File: src/rtl/pdc_pkg.sv
// package of constants for the pll divider configuration decode
//
// Function
// [RQ1] reference divided by predivide field plus two, totals 2 to 129
// [RQ2] host keeps divided reference at or above 250 kHz
// [RQ3] feedback total is two times (base plus four) plus odd bit
// [RQ4] base is 10 bits: two from pump register, eight from next
// [RQ5] odd bit comes from bit 7 of predivide register
// [RQ6] feedback total spans 8 to 2055
// [RQ7] host keeps vco between 100 MHz and 400 MHz
// [RQ8] top three pump register bits fixed at 1,1,0
// [RQ9] pump code taken from bits 4 to 2
// [RQ10] host picks pump code from feedback total ranges
// [RQ11] host never programs pump codes 101, 110, 111
// [RQ12] stability not guaranteed for totals below 16 or above 1023
// [RQ13] each bank fed by its own vco or reference select mux
// [RQ14] each bank divides by 2, 3, 4 or its divisor
// [RQ15] host programs each divisor between 4 and 127
// [RQ16] bank register bit 7 select, bits 6:0 divisor
// [RQ17] select high picks vco, low picks reference
// [RQ18] serial target address defaults to hex 69
package pdc_pkg;
  // ************************************************************
  // register offsets
  // ************************************************************
  localparam logic [7:0] BANK1_POST_DIVIDER_ADDR = 8'h0C;
  localparam logic [7:0] INPUT_LOAD_CAP_ADDR = 8'h13;
  localparam logic [7:0] PUMP_FB_HIGH_ADDR = 8'h40;
  localparam logic [7:0] FB_BASE_LOW_ADDR = 8'h41;
  localparam logic [7:0] ODD_PREDIV_ADDR = 8'h42;
  localparam logic [7:0] BANK2_POST_DIVIDER_ADDR = 8'h47;
  // ************************************************************
  // field positions and fixed values
  // ************************************************************
  localparam int SRC_SEL_BIT = 7;
  localparam int ODD_BIT = 7;
  localparam int PUMP_LSB = 2;
  localparam logic [2:0] PUMP_FIXED_TOP = 3'h6;
  localparam logic [6:0] PREDIV_OFFSET = 7'h02;
  localparam logic [10:0] FB_BASE_OFFSET = 11'h004;
  // reset values are undefined, these are plain working defaults
  localparam logic [7:0] BANK_RESET = 8'h08;
  localparam logic [7:0] PUMP_RESET = 8'hC0;
  localparam logic [7:0] ZERO_RESET = 8'h00;
  localparam logic [6:0] TARGET_ADDR = 7'h69;
  // serial access command states
  typedef enum logic [2:0] {
    PDC_IDLE = 3'b001,
    PDC_ADDR = 3'b010,
    PDC_DATA = 3'b100
  } pdc_state_t;
endpackage : pdc_pkg

File: src/rtl/pdc_bank.sv
// one post-divider bank: source mux and four dividers as clock enables
`timescale 1ns/1ps
`default_nettype none
module pdc_bank
(
  input wire logic core_clk,
  input wire logic reset_n,
  input wire logic vco_en,
  input wire logic ref_en,
  input wire logic [7:0] cfg,
  output logic input_clock,
  output logic div2_en,
  output logic div3_en,
  output logic div4_en,
  output logic divn_en
);
  logic [6:0] cnt_q, cnt_d;
  logic [1:0] c3_q, c3_d;
  logic [1:0] c4_q, c4_d;
  logic [6:0] divisor;

  // ************************************************************
  // source mux
  // ************************************************************
  // [RQ13] [RQ17] select high is vco
  assign input_clock = cfg[pdc_pkg::SRC_SEL_BIT] ? vco_en : ref_en;
  // [RQ16] divisor field
  assign divisor = cfg[6:0];

  // [RQ14] four divide options as one-cycle enables
  always_comb
  begin
    cnt_d = cnt_q;
    c3_d = c3_q;
    c4_d = c4_q;
    if (input_clock)
    begin
      cnt_d = (cnt_q >= divisor - 7'h01) ? 7'h00 : cnt_q + 7'h01;
      c3_d = (c3_q == 2'h2) ? 2'h0 : c3_q + 2'h1;
      c4_d = c4_q + 2'h1;
    end
  end

  assign div2_en = input_clock & c4_q[0];
  assign div3_en = input_clock & (c3_q == 2'h2);
  assign div4_en = input_clock & (c4_q == 2'h3);
  // divisors below 2 fall back to every input edge; not guaranteed anyway
  assign divn_en = input_clock & ((divisor < 7'h02) | (cnt_q >= divisor - 7'h01));

  // counters register
  always_ff @(posedge core_clk)
  begin
    if (!reset_n)
    begin
      cnt_q <= 7'h00;
      c3_q <= 2'h0;
      c4_q <= 2'h0;
    end
    else
    begin
      cnt_q <= cnt_d;
      c3_q <= c3_d;
      c4_q <= c4_d;
    end
  end
endmodule : pdc_bank
`default_nettype wire

File: src/rtl/pdc_top.sv
// register file, pll arithmetic and two divider banks
`timescale 1ns/1ps
`default_nettype none
module pdc_top
(
  input wire logic core_clk,
  input wire logic reset_n,
  input wire logic vco_en,
  input wire logic wr_en,
  input wire logic rd_en,
  input wire logic [6:0] target_addr,
  input wire logic [7:0] reg_addr,
  input wire logic [7:0] wr_data,
  output logic [7:0] rd_data,
  output logic rd_valid,
  output logic [6:0] predivide_total_minus,
  output logic [7:0] predivide_total,
  output logic [11:0] feedback_total,
  output logic [2:0] pump_code,
  output logic [7:0] load_cap_code,
  output logic predivide_en,
  output logic bank1_input_clock,
  output logic bank1_div2_en,
  output logic bank1_div3_en,
  output logic bank1_div4_en,
  output logic bank1_divn_en,
  output logic bank2_input_clock,
  output logic bank2_div2_en,
  output logic bank2_div3_en,
  output logic bank2_div4_en,
  output logic bank2_divn_en
);
  logic [7:0] bank1_q, bank1_d;
  logic [7:0] cap_q, cap_d;
  logic [4:0] pump_q, pump_d;
  logic [7:0] fbl_q, fbl_d;
  logic [7:0] oddq_q, oddq_d;
  logic [7:0] bank2_q, bank2_d;
  logic [7:0] rdat_q, rdat_d;
  logic rval_q, rval_d;
  logic [7:0] qcnt_q, qcnt_d;
  logic sel;
  logic [9:0] feedback_base;
  logic feedback_odd_bit;

  // ************************************************************
  // serial register access
  // ************************************************************
  // [RQ18] only accesses at the target address are answered
  assign sel = (target_addr == pdc_pkg::TARGET_ADDR);

  // register write and read decode
  always_comb
  begin
    bank1_d = bank1_q;
    cap_d = cap_q;
    pump_d = pump_q;
    fbl_d = fbl_q;
    oddq_d = oddq_q;
    bank2_d = bank2_q;
    rdat_d = rdat_q;
    rval_d = 1'b0;
    if (sel && wr_en)
    begin
      unique case (reg_addr)
        pdc_pkg::BANK1_POST_DIVIDER_ADDR: bank1_d = wr_data;
        pdc_pkg::INPUT_LOAD_CAP_ADDR: cap_d = wr_data;
        // [RQ8] top bits are not stored, they cannot change
        pdc_pkg::PUMP_FB_HIGH_ADDR: pump_d = wr_data[4:0];
        pdc_pkg::FB_BASE_LOW_ADDR: fbl_d = wr_data;
        pdc_pkg::ODD_PREDIV_ADDR: oddq_d = wr_data;
        pdc_pkg::BANK2_POST_DIVIDER_ADDR: bank2_d = wr_data;
        default: ;
      endcase
    end
    if (sel && rd_en)
    begin
      rval_d = 1'b1;
      unique case (reg_addr)
        pdc_pkg::BANK1_POST_DIVIDER_ADDR: rdat_d = bank1_q;
        pdc_pkg::INPUT_LOAD_CAP_ADDR: rdat_d = cap_q;
        // [RQ8] fixed top bits read back
        pdc_pkg::PUMP_FB_HIGH_ADDR: rdat_d = {pdc_pkg::PUMP_FIXED_TOP, pump_q};
        pdc_pkg::FB_BASE_LOW_ADDR: rdat_d = fbl_q;
        pdc_pkg::ODD_PREDIV_ADDR: rdat_d = oddq_q;
        pdc_pkg::BANK2_POST_DIVIDER_ADDR: rdat_d = bank2_q;
        default: rdat_d = 8'h00;
      endcase
    end
  end

  // registers hold their values; reset gives a safe working set
  always_ff @(posedge core_clk)
  begin
    if (!reset_n)
    begin
      bank1_q <= pdc_pkg::BANK_RESET;
      cap_q <= pdc_pkg::ZERO_RESET;
      pump_q <= pdc_pkg::PUMP_RESET[4:0];
      fbl_q <= pdc_pkg::ZERO_RESET;
      oddq_q <= pdc_pkg::ZERO_RESET;
      bank2_q <= pdc_pkg::BANK_RESET;
      rdat_q <= 8'h00;
      rval_q <= 1'b0;
    end
    else
    begin
      bank1_q <= bank1_d;
      cap_q <= cap_d;
      pump_q <= pump_d;
      fbl_q <= fbl_d;
      oddq_q <= oddq_d;
      bank2_q <= bank2_d;
      rdat_q <= rdat_d;
      rval_q <= rval_d;
    end
  end

  assign rd_data = rdat_q;
  assign rd_valid = rval_q;
  assign load_cap_code = cap_q;

  // ************************************************************
  // pll arithmetic
  // ************************************************************
  // [RQ4] base from two registers
  assign feedback_base = {pump_q[1:0], fbl_q};
  // [RQ5] odd bit
  assign feedback_odd_bit = oddq_q[pdc_pkg::ODD_BIT];
  // [RQ3] [RQ6] feedback total, 8 to 2055
  assign feedback_total = {({1'b0, feedback_base} + pdc_pkg::FB_BASE_OFFSET), feedback_odd_bit};
  // [RQ9] pump code
  assign pump_code = pump_q[4:pdc_pkg::PUMP_LSB];
  // [RQ1] predivide total
  assign predivide_total_minus = oddq_q[6:0];
  assign predivide_total = {1'b0, oddq_q[6:0]} + {1'b0, pdc_pkg::PREDIV_OFFSET};

  // [RQ1] divide reference (core_clk) by the total
  always_comb
  begin
    qcnt_d = (qcnt_q >= predivide_total - 8'h01) ? 8'h00 : qcnt_q + 8'h01;
  end

  // predivide counter register; a shrinking total wraps through the >= compare
  always_ff @(posedge core_clk)
  begin
    if (!reset_n)
      qcnt_q <= 8'h00;
    else
      qcnt_q <= qcnt_d;
  end

  assign predivide_en = (qcnt_q >= predivide_total - 8'h01);

  // ************************************************************
  // divider banks
  // ************************************************************
  pdc_bank u_bank1
  (
    .core_clk(core_clk),
    .reset_n(reset_n),
    .vco_en(vco_en),
    .ref_en(1'b1),
    .cfg(bank1_q),
    .input_clock(bank1_input_clock),
    .div2_en(bank1_div2_en),
    .div3_en(bank1_div3_en),
    .div4_en(bank1_div4_en),
    .divn_en(bank1_divn_en)
  );

  pdc_bank u_bank2
  (
    .core_clk(core_clk),
    .reset_n(reset_n),
    .vco_en(vco_en),
    .ref_en(1'b1),
    .cfg(bank2_q),
    .input_clock(bank2_input_clock),
    .div2_en(bank2_div2_en),
    .div3_en(bank2_div3_en),
    .div4_en(bank2_div4_en),
    .divn_en(bank2_divn_en)
  );

  // ************************************************************
  // checks
  // ************************************************************
  fb_range_a: assert property (@(posedge core_clk) disable iff (!reset_n) // [RQ6]
    feedback_total >= 12'h008 && feedback_total <= 12'h807)
    else $error("feedback total out of range");
  fb_formula_a: assert property (@(posedge core_clk) disable iff (!reset_n) // [RQ3]
    feedback_total == 12'(2 * (feedback_base + 4) + feedback_odd_bit))
    else $error("feedback total wrong");
  pre_total_a: assert property (@(posedge core_clk) disable iff (!reset_n) // [RQ1]
    predivide_total == {1'b0, oddq_q[6:0]} + 8'h02)
    else $error("predivide total wrong");
  odd_bit_a: assert property (@(posedge core_clk) disable iff (!reset_n) // [RQ5]
    (sel && wr_en && reg_addr == pdc_pkg::ODD_PREDIV_ADDR)
    |=> feedback_odd_bit == $past(wr_data[7]))
    else $error("odd bit not taken");
  pump_top_a: assert property (@(posedge core_clk) disable iff (!reset_n) // [RQ8]
    (sel && rd_en && reg_addr == 8'h40) |=> rd_data[7:5] == 3'b110)
    else $error("pump fixed bits changed");
  pump_code_a: assert property (@(posedge core_clk) disable iff (!reset_n) // [RQ9]
    (sel && wr_en && reg_addr == 8'h40) |=> pump_code == $past(wr_data[4:2]))
    else $error("pump code not taken");
  bank_mux_a: assert property (@(posedge core_clk) disable iff (!reset_n) // [RQ13]
    bank1_input_clock == (bank1_q[7] ? vco_en : 1'b1))
    else $error("bank1 mux wrong");
  bank_div_a: assert property (@(posedge core_clk) disable iff (!reset_n) // [RQ16]
    (sel && wr_en && reg_addr == 8'h47) |=> bank2_q == $past(wr_data))
    else $error("bank2 register not written");
  addr_sel_a: assert property (@(posedge core_clk) disable iff (!reset_n) // [RQ18]
    (rd_en && target_addr != 7'h69) |=> !rd_valid)
    else $error("foreign address answered");
  // judged per edge, so a rewrite of the total right after a pulse cannot trip it
  pre_pulse_a: assert property (@(posedge core_clk) disable iff (!reset_n) // [RQ1]
    ($past(reset_n) && predivide_total == 8'h02 && $stable(predivide_total))
    |-> predivide_en != $past(predivide_en))
    else $error("predivide by two wrong");
endmodule : pdc_top
`default_nettype wire

File: config.mk
export PLATFORM = sky130hd
export DESIGN_NAME = pdc_top
export DESIGN_NICKNAME = d
export VERILOG_FILES = /design/src/rtl/pdc_pkg.sv /design/src/rtl/pdc_bank.sv /design/src/rtl/pdc_top.sv
export SDC_FILE = /design/constraint.sdc
export NUM_CORES = 1
export LEC_CHECK = 0
export ABC_AREA = 1
export BUFFER_PORTS_ARGS = -buffer_cell sky130_fd_sc_hd__buf_2
export CORE_MARGIN = 1.5
export CORE_UTILIZATION = 30
export DETAILED_ROUTE_END_ITERATION = 7
export GPL_TIMING_DRIVEN = 0
export PLACE_DENSITY = 0.49
export SLEW_MARGIN = 15
export SYNTH_ARGS = -nofsm -noshare
export SYNTH_HDL_FRONTEND = slang
export SYNTH_SLANG_ARGS = --single-unit
File: constraint.sdc
create_clock -name core_clk -period 2.31 [get_ports core_clk]
set_clock_uncertainty 0.05 [all_clocks]
set_input_delay 0.231 -clock core_clk [delete_from_list [all_inputs] [get_ports core_clk]]
set_output_delay 0.231 -clock core_clk [all_outputs]
set_load 0.05 [all_outputs]
# Word-level counts from Yosys, hierarchy flattened
# Cells that the tools add are included.
[classes] n_addsub=12 n_lt_le_gt_ge=5 eq_ne=11 mux=8 n_bitwise=11 n_reduce_logical=9
[ops] cell="$pmux W8 S6" n=1
[ops] cell="$eq A8 B7 Y1 const B" n=4
[ops] cell="$add A7 B1 Y7 const B" n=2
[ops] cell="$ge A7 B7 Y1" n=2
[ops] cell="$lt A7 B2 Y1 const B" n=2
[ops] cell="$mux W7" n=2
[ops] cell="$sub A7 B1 Y7 const B" n=2
[ops] cell="$reduce_and A2 Y1" n=6
[ops] cell="$add A10 B3 Y11 const B" n=1
[ops] cell="$add A2 B1 Y2 const B" n=4
[ops] cell="$add A7 B2 Y8 const B" n=1
[ops] cell="$add A8 B1 Y8 const B" n=1
[ops] cell="$and A1 B1 Y1" n=8
[ops] cell="$eq A2 B2 Y1 const B" n=4
[ops] cell="$eq A8 B4 Y1 const B" n=1
[ops] cell="$eq A8 B5 Y1 const B" n=1
[ops] cell="$ge A8 B8 Y1" n=1
[ops] cell="$sub A8 B1 Y8 const B" n=1
[ops] cell="$eq A7 B7 Y1 const B" n=1
[ops] cell="$mux W2" n=2
[ops] cell="$mux W1" n=3
[ops] cell="$logic_and A1 B1 Y1" n=2
[ops] cell="$or A1 B1 Y1" n=2
[ops] cell="$reduce_or A2 Y1" n=1
[ops] cell="$not A1 Y1" n=1
[totals] regBits=84 inputBits=28 out_inout_bits=58 word_cells=71

# Logic depth before layout (Yosys ltp)
# Gate-level depths: netlist of the first run.
[depth] depth_word=4 ltp_mapped=15 depth_no_buf=15

# Cells and area by module
# A second synthesis of the first run with hierarchy kept.
[unflattened] hier_cells=682 hier_area_um2=4984.8
[by_module_without_submodules] module="pdc_top" instances=1 cells_each=434 area_per_inst_um2=3313.2 seq_area_each_um2=1241.2
[by_module_without_submodules] module="pdc_bank" instances=2 cells_each=124 area_per_inst_um2=835.8 seq_area_each_um2=220.2

# Worst setup path before layout of the first run
# No wires, ideal clock.
[synth_timing] path_type="reg2out" from="reg oddq_q[1]" to="out predivide_en" arrival_ns=3.593 required_ns=2.029 slack_ns=-1.564 stages_incl_launch_ff=12 n_path_buf=0 cell_sequence="dfxtp_1 ha_1 nand3_1 nor3_1 inv_1 nand2_1 nand2_1 ha_1 nand2_1 nor2_1 a211oi_1 nand3_1"
[synth_via] elab_chain_cells=3
[synth_lines] element="start: declaration" line="pdc_top.sv:37" rtl="logic [7:0] oddq_q, oddq_d;"
[synth_lines] element="start signal: assignment" line="pdc_top.sv:101" rtl="oddq_q <= pdc_pkg::ZERO_RESET;"
[synth_lines] element="start signal: assignment" line="pdc_top.sv:112" rtl="oddq_q <= oddq_d;"
[synth_lines] element="$add A7 B2 Y8" line="pdc_top.sv:136" rtl="assign predivide_total = {1'b0, oddq_q[6:0]} + {1'b0, pdc_pkg::PREDIV_OFFSET};"
[synth_lines] element="net predivide_total[7]" line="pdc_top.sv:17" rtl="output logic [7:0] predivide_total,"
[synth_lines] element="$sub A8 B1 Y8" line="pdc_top.sv:153" rtl="assign predivide_en = (qcnt_q >= predivide_total - 8'h01);"
[synth_lines] element="$ge A8 B8 Y1" line="pdc_top.sv:153"
[synth_lines] element="end: declaration" line="pdc_top.sv:21" rtl="output logic predivide_en,"
# The timed path passes the listed nets, and every way through them passes these cells.

# Worst setup path after layout of the first run
[layout_timing] from="reg oddq_q[1]" to="out predivide_en"
[layout_via] elab_chain_cells=3
[layout_lines] element="$add A7 B2 Y8" line="pdc_top.sv:136"
[layout_lines] element="$sub A8 B1 Y8" line="pdc_top.sv:153"
[layout_lines] element="$ge A8 B8 Y1" line="pdc_top.sv:153"
# No other way between the ends.

==> results of run 1 <==
-- what timing repair did --
| item | 4_1_cts | 5_1_grt |
|---|---|---|
| setup buffers | 17 | 1 |
| pin swaps | 21 | 33 |
| resized for setup | 35 | 35 |
| endpoints found under the setup margin | 18 | 21 |
| hold endpoints to repair | 0 | 0 |
-- cell usage in the layout, fill, tap and decap left out, drive strengths merged --
cell,synthesis,layout
a211oi,1,1
a21oi,72,72
buf,15,117
clkbuf,6,17
clkinv,1,1
clkinvlp,0,1
dfxtp,84,84
ha,33,33
inv,72,76
nand2,85,85
nand3,45,45
nand3b,3,3
nand4,7,7
nor2,89,89
nor3,7,7
nor3b,3,3
nor4,1,1
o21a,2,2
o21ai,70,70
o22ai,2,2
xnor2,9,9
xor2,29,29
-- per-stage QoR --
| stage | util, % | instances |
|---|---|---|
| floorplan | - | 636 |
| global placement | 36.4 | 931 |
| detailed placement | 36.4 | 931 |
| CTS | 40.1 | 964 |
| global route | 40.9 | 965 |
| finish | 40.9 | 965 |
-- synthesized netlist by cell type (all sizes together) --
| cell type | count |
|---|---|
| o22ai | 2 |
| nand3 | 45 |
| xor2 | 29 |
| nor4 | 1 |
| nand4 | 7 |
| clkbuf | 6 |
| o21ai | 70 |
| a211oi | 1 |
| nor3 | 7 |
| o21a | 2 |
| nand2 | 85 |
| inv | 72 |
| ha | 33 |
| buf | 15 |
| a21oi | 72 |
| clkinv | 1 |
| dfxtp | 84 |
| nor2 | 89 |
| nor3b | 3 |
| nand3b | 3 |
| xnor2 | 9 |
-- layer usage --
layer  up-vias  wire length (um)  part of all wire [%]
met5         -                 0                     0
met4         0               208                   1.5
met3        14               533                   3.9
met2        75              6550                    48
met1      2135              6500                    47
li1       2327                 -                     -
-- sequential cells by signal (all words and copies together) (netlist names) --
register and count:
u_bank1.c4_q 2, oddq_q 8, fbl_q 8, u_bank2.cnt_q 7, pump_q 5, u_bank1.cnt_q 7
rd_valid 1, u_bank1.c3_q 2, u_bank2.c4_q 2, rd_data 8, u_bank2.c3_q 2, bank1_q 8
load_cap_code 8, qcnt_q 8, bank2_q 8
-- area by class of cell --
type	count	area share, %
plain buffers	21	2.34
clock buffers	11	4.22
clock inverters	5	0.699
inverters	73	4.52
multi-input cells	458	47.4
flip-flops and latches	84	27.3
well taps	211	4.22
repair buffers	102	9.35
-- critical path: stages, from the launching register on --
cell	delay, ps
dfxtp_4	410
ha_4	180
inv_2	40
nand2_2	60
nand2_4	60
nor3b_4	190
nand2_1	90
nor2_2	110
xnor2_1	140
ha_1	260
nand2_2	90
nor2_2	40
a211oi_2	260
nand3_4	120
buf_8	170
-- how the worst max path moves through the flow --
| stage | from | to | cells past startpoint |
|---|---|---|---|
| 5_1_grt | oddq_q[1] | predivide_en | 12 |
| 3_5_place_dp | oddq_q[3] | predivide_en | 13 |
| 2_1_floorplan | oddq_q[5] | qcnt_q[0] | 13 |
| 6_report | oddq_q[1] | predivide_en | 14 |
| 3_3_place_gp | oddq_q[2] | predivide_en | 13 |
| 4_1_cts | oddq_q[1] | predivide_en | 13 |
-- logic make-up after synthesis --
family / count (synthesis) / share of synthesized area (%)
xor+xnor: 38 / 7.02
flops: 84 / 35.5
simple gates: 240 / 24.2
fa+ha+maj: 33 / 8.71
buf+inv: 94 / 8.87
compound gates: 147 / 15.7
-- power groups by stage --
stage | logic [mW] | registers (mW) | clock network, mW
after floorplan | 0.311 | 1.55 | 0
after global placement | 0.419 | 1.55 | 0
after detailed placement | 0.430 | 1.55 | 0
after CTS | 0.476 | 1.52 | 1.54
after global routing | 0.562 | 1.53 | 1.61
final | 0.515 | 1.52 | 1.50
==> flow_metrics.tcl, run 1 <==
set metrics [dict create \
    run_status "complete, but fails checks" \
    violations "negative setup slack" \
    clk-insertion-delay-late_ps 350 \
    internal_power_mw 2.51 \
    reg2reg_from "oddq_q[1]" \
    synthDistinctLibCells 33 \
    cts-hold-fix-buffers 0 \
    grt_use_met2_pct 28.0 \
    grt.met3_usage_pct 2.87 \
    drive_gt1_share_pct 30.2 \
    holdPathStages 3 \
    syn_avg_cell_area_sq_um 7.46 \
    synth_area_sq_um 4740 \
    cts_tree "built" \
    seq_power_share_pct 43.0 \
    overflow 0 \
    wl_per_cell_um 14.3 \
    pwr-share-clk_pct 42.4 \
    die_height_um 129 \
    cap_violations 0 \
    grt_util_met1_pct 23.6 \
    clockBufferDepth 2 \
    grt_pass1_wl_um 22200 \
    place_worst_setup_slack_ps -401 \
    first_iter_violations 200 \
    rows 45 \
    grt_start_max_net_pins 17 \
    power_density_nw_per_um2 564 \
    reg2reg_setup_slack_ps -240 \
    clk_pin_slew_ps 70 \
    holdWs_ps 131 \
    period_needed_ps 2840 \
    r2r-end "qcnt_q[1]" \
    drc 0 \
    synthCells 636 \
    multiInputGateArea_sq_um 2970 \
    p_sw_share_pct 29.0 \
    port_buffers 84 \
    critPathRequiredTime_ps 2030 \
    finalSetupViolCount 11 \
    numCtsBuffers 9 \
    ys_warn_count 0 \
    crit_type "reg -> out" \
    cp.arrival_ps 2550 \
    hold_class "in -> reg" \
    grt-busiest-layer "met2" \
    critPathMaxFanout 6 \
    die-area_sq_um 16600 \
    rsz0062_at_grt "yes" \
    synthTopCellsByArea "dfxtp_1 (35%), ha_1 (8.7%), a21oi_1 (7.6%), o21ai_0 (6.9%), nand2_1 (6.2%)" \
    core_area_sq_um 15300 \
    area_growth_pct 32.1 \
    power_frac_comb_pct 14.6 \
    diodes 0 \
    total_power_mw 3.53 \
    totalWireLength_um 13800 \
    ant_nets 0 \
    grt_pass1_vias 4376 \
    fmax_mhz 353 \
    viasPerCell 4.72 \
    hold_start "wr_data[4]" \
    cp-start-kind "register" \
    hold_viol 0 \
    power.leakage_nw 2.76 \
    placed_area_sq_um 5580 \
    antenna_found_initial 0 \
    p_switching_mw 1.02 \
    yosysTopAreaCell "dfxtp_1" \
    slew_violations 0 \
    ir_drop_uv 387 \
    worstRegToRegCells 16 \
    clockRootBuffer "clkbuf_16" \
    worstMarginPinSlew_ps 483 \
    cts.sinks 84 \
    fin_ws_ps -525 \
    routed-via-count 4551 \
    htreeDepth 3 \
    endpoint_kind "output pin" \
    dp_hpwl_um 10600 \
    ys_ff_latch 84 \
    fp.dieW_um 129 \
    final_area_sq_um 6260 \
    min_to "load_cap_code[4]" \
    min_period_over_period_pct 123 \
    nNetsFinal 810 \
    syn_nets 697 \
    grt_usage_pct 17.4 \
    fill_cells 1618 \
    fin_tns_setup_ps -2890 \
    register_area_sq_um 1710 \
    synth_top_area_share_pct 35.5 \
    ios 86 \
    gp_congestion 0.844 \
    start_util_pct 31.0 \
    ys_seq_area_share_pct 35.5 \
    dr.pass1.iters 4 \
    slew_headroom_pct 67.8 \
]
(Power assumes the default switching activity.)
==> inputs of run 2 (changes only) <==
CTS_BUF_LIST = sky130_fd_sc_hd__clkbuf_8   (was not set)
==> run 2 against run 1 <==
Effect of this change: the flow still finishes with violations (negative setup slack); sequential power about the same; design area decreased by 1.3%; maximum frequency decreased by 1.2%; critical path depth unchanged; non-clock buffer count increased by 1; hold slack got worse by 48 ps; final cell count increased by 0.10%; wire length about the same; utilization decreased by 0.54 points; flip-flop and latch count unchanged; first-iteration DRC count increased by 8.0%; critical path type unchanged; largest cell class unchanged; largest power group unchanged.
==> flow_metrics.tcl, run 2 (synthesized netlist as in run 1, its figures left out) <==
set metrics [dict create \
    wl_per_cell_um 14.3 \
    drt-met1-wl_um 6330 \
    ios 86 \
    slew_violations 0 \
    placed_area_sq_um 5580 \
    ir_drop_uv 425 \
    cp-start-kind "register" \
    reg2reg_setup_slack_ps -240 \
    cap_violations 0 \
    period_needed_ps 2870 \
    dr_wl_met3_um 713 \
    routed-via-count 4539 \
    start_util_pct 31.0 \
    cts_tree "built" \
    clockBufferDepth 2 \
    dp_hpwl_um 10600 \
    min_to "load_cap_code[4]" \
    critPathMaxFanout 6 \
    min_period_over_period_pct 124 \
    grt_start_max_net_pins 17 \
    grt_pass1_vias 4370 \
    area_growth_pct 30.3 \
    fin_tns_setup_ps -2970 \
    port_buffers 84 \
    totalWireLength_um 13800 \
    worstMarginPinSlew_ps 479 \
    highest_layer "met4" \
    violations "negative setup slack" \
    gp_congestion 0.844 \
    clockRootBuffer "clkbuf_8" \
    stdcell_count 966 \
    endpoint_kind "output pin" \
    crit_type "reg -> out" \
    drc 0 \
    overflow 0 \
    holdPathStages 3 \
    place_worst_setup_slack_ps -401 \
    layout_common_cells "buf_2 (84), dfxtp_1 (72), a21oi_1 (71), nand2_1 (70), o21ai_0 (63)" \
    slew_headroom_pct 68.0 \
    r2r-end "qcnt_q[1]" \
    cts.sinks 84 \
    clk_pin_slew_ps 100 \
    ant_nets 0 \
    dp.cells 931 \
    cts-hold-fix-buffers 0 \
    core_area_sq_um 15300 \
    fill_cells 1626 \
    reg2reg_from "oddq_q[1]" \
    worstRegToRegCells 16 \
    finalSetupViolCount 11 \
    fp.dieW_um 129 \
    dr.pass1.iters 4 \
    hold_class "in -> reg" \
    fmax_mhz 348 \
    cp.arrival_ps 2590 \
    clk-insertion-delay-late_ps 390 \
    grt_pass1_wl_um 22200 \
    final_common_cell "buf_2" \
    viasPerCell 4.70 \
    hold_start "wr_data[4]" \
    nNetsFinal 811 \
    first_iter_violations 216 \
    rows 45 \
    met2WireLength_um 6540 \
    run_status "complete, but fails checks" \
    power_density_nw_per_um2 519 \
    critPathRequiredTime_ps 2030 \
    final_area_sq_um 6180 \
    antenna_found_initial 0 \
    rsz0062_at_grt "yes" \
    grt_usage_pct 17.5 \
    die-area_sq_um 16600 \
    fin_ws_ps -561 \
    die_height_um 129 \
    power.leakage_nw 2.73 \
    diodes 0 \
    hold_viol 0 \
    htreeDepth 3 \
    total_power_mw 3.21 \
    drive_gt1_share_pct 30.6 \
    numCtsBuffers 9 \
]
[run 2: cell types whose count changed in the layout (fill, tap and decap cells not counted), moves of 2 or more]
cell	delta
clkbuf_8	+9
dfxtp_2	+2
clkbuf_16	-10
nor2_4	+2
buf_4	+2
[run 2: report_power, final]
part | total, mW | internal [mW] | switching, mW
Sequential | 1.52 | 1.48 | 0.0392
Combinational | 0.517 | 0.185 | 0.332
Clock | 1.17 | 0.549 | 0.622
Total | 3.21 | 2.22 | 0.993
[run 2: what timing repair did]
action | 4_1_cts | 5_1_grt
gates cloned | 0 | 0
gates resized for setup | 36 | 35
pin swaps | 22 | 28
endpoints found under the setup margin | 19 | 25
setup buffers | 18 | 1
[run 2: critical path: stages, from the launching register on]
cell      delay, ps
dfxtp_4         410
ha_4            180
inv_2            40
nand2_2          60
nand2_4          60
nor3b_4         190
nand2_1          90
nor2_2          110
xnor2_1         140
ha_1            260
nand2_2          90
nor2_2           40
a211oi_2        250
nand3_4         120
buf_8           170
[run 2: worst max-delay path by stage]
stage | startpoint | endpoint | slack, ps | cells after the start
CTS | oddq_q[1] | predivide_en | -600 | 13
finish | oddq_q[1] | predivide_en | -560 | 14
detailed placement | oddq_q[3] | predivide_en | -400 | 13
floorplan | oddq_q[5] | qcnt_q[0] | -370 | 13
global placement | oddq_q[2] | predivide_en | -390 | 13
global route | oddq_q[1] | predivide_en | -700 | 12
[run 2: layout make-up]
type | count | area [sq um] | share of cell area, %
Buffer | 21 | 146 | 2.37
Clock buffer | 10 | 138 | 2.23
Clock inverter | 6 | 73.8 | 1.19
Inverter | 73 | 280 | 4.54
Multi-Input combinational cell | 458 | 2980 | 48.2
Sequential cell | 84 | 1710 | 27.7
Tap cell | 211 | 264 | 4.27
Timing Repair Buffer | 103 | 589 | 9.54
[run 2: per-stage QoR]
step	utilization [%]	hold WS, ps
2_1_floorplan	-	307
3_3_place_gp	36.4	408
3_5_place_dp	36.4	411
4_1_cts	39.5	66.4
5_1_grt	40.4	80.0
6_report	40.4	83.2
[run 2: per-layer routing]
metal,up-vias,global-route usage (%)
met5,-,0
met4,0,6.48
met3,13,2.87
met2,85,27.9
met1,2112,23.7
li1,2329,-
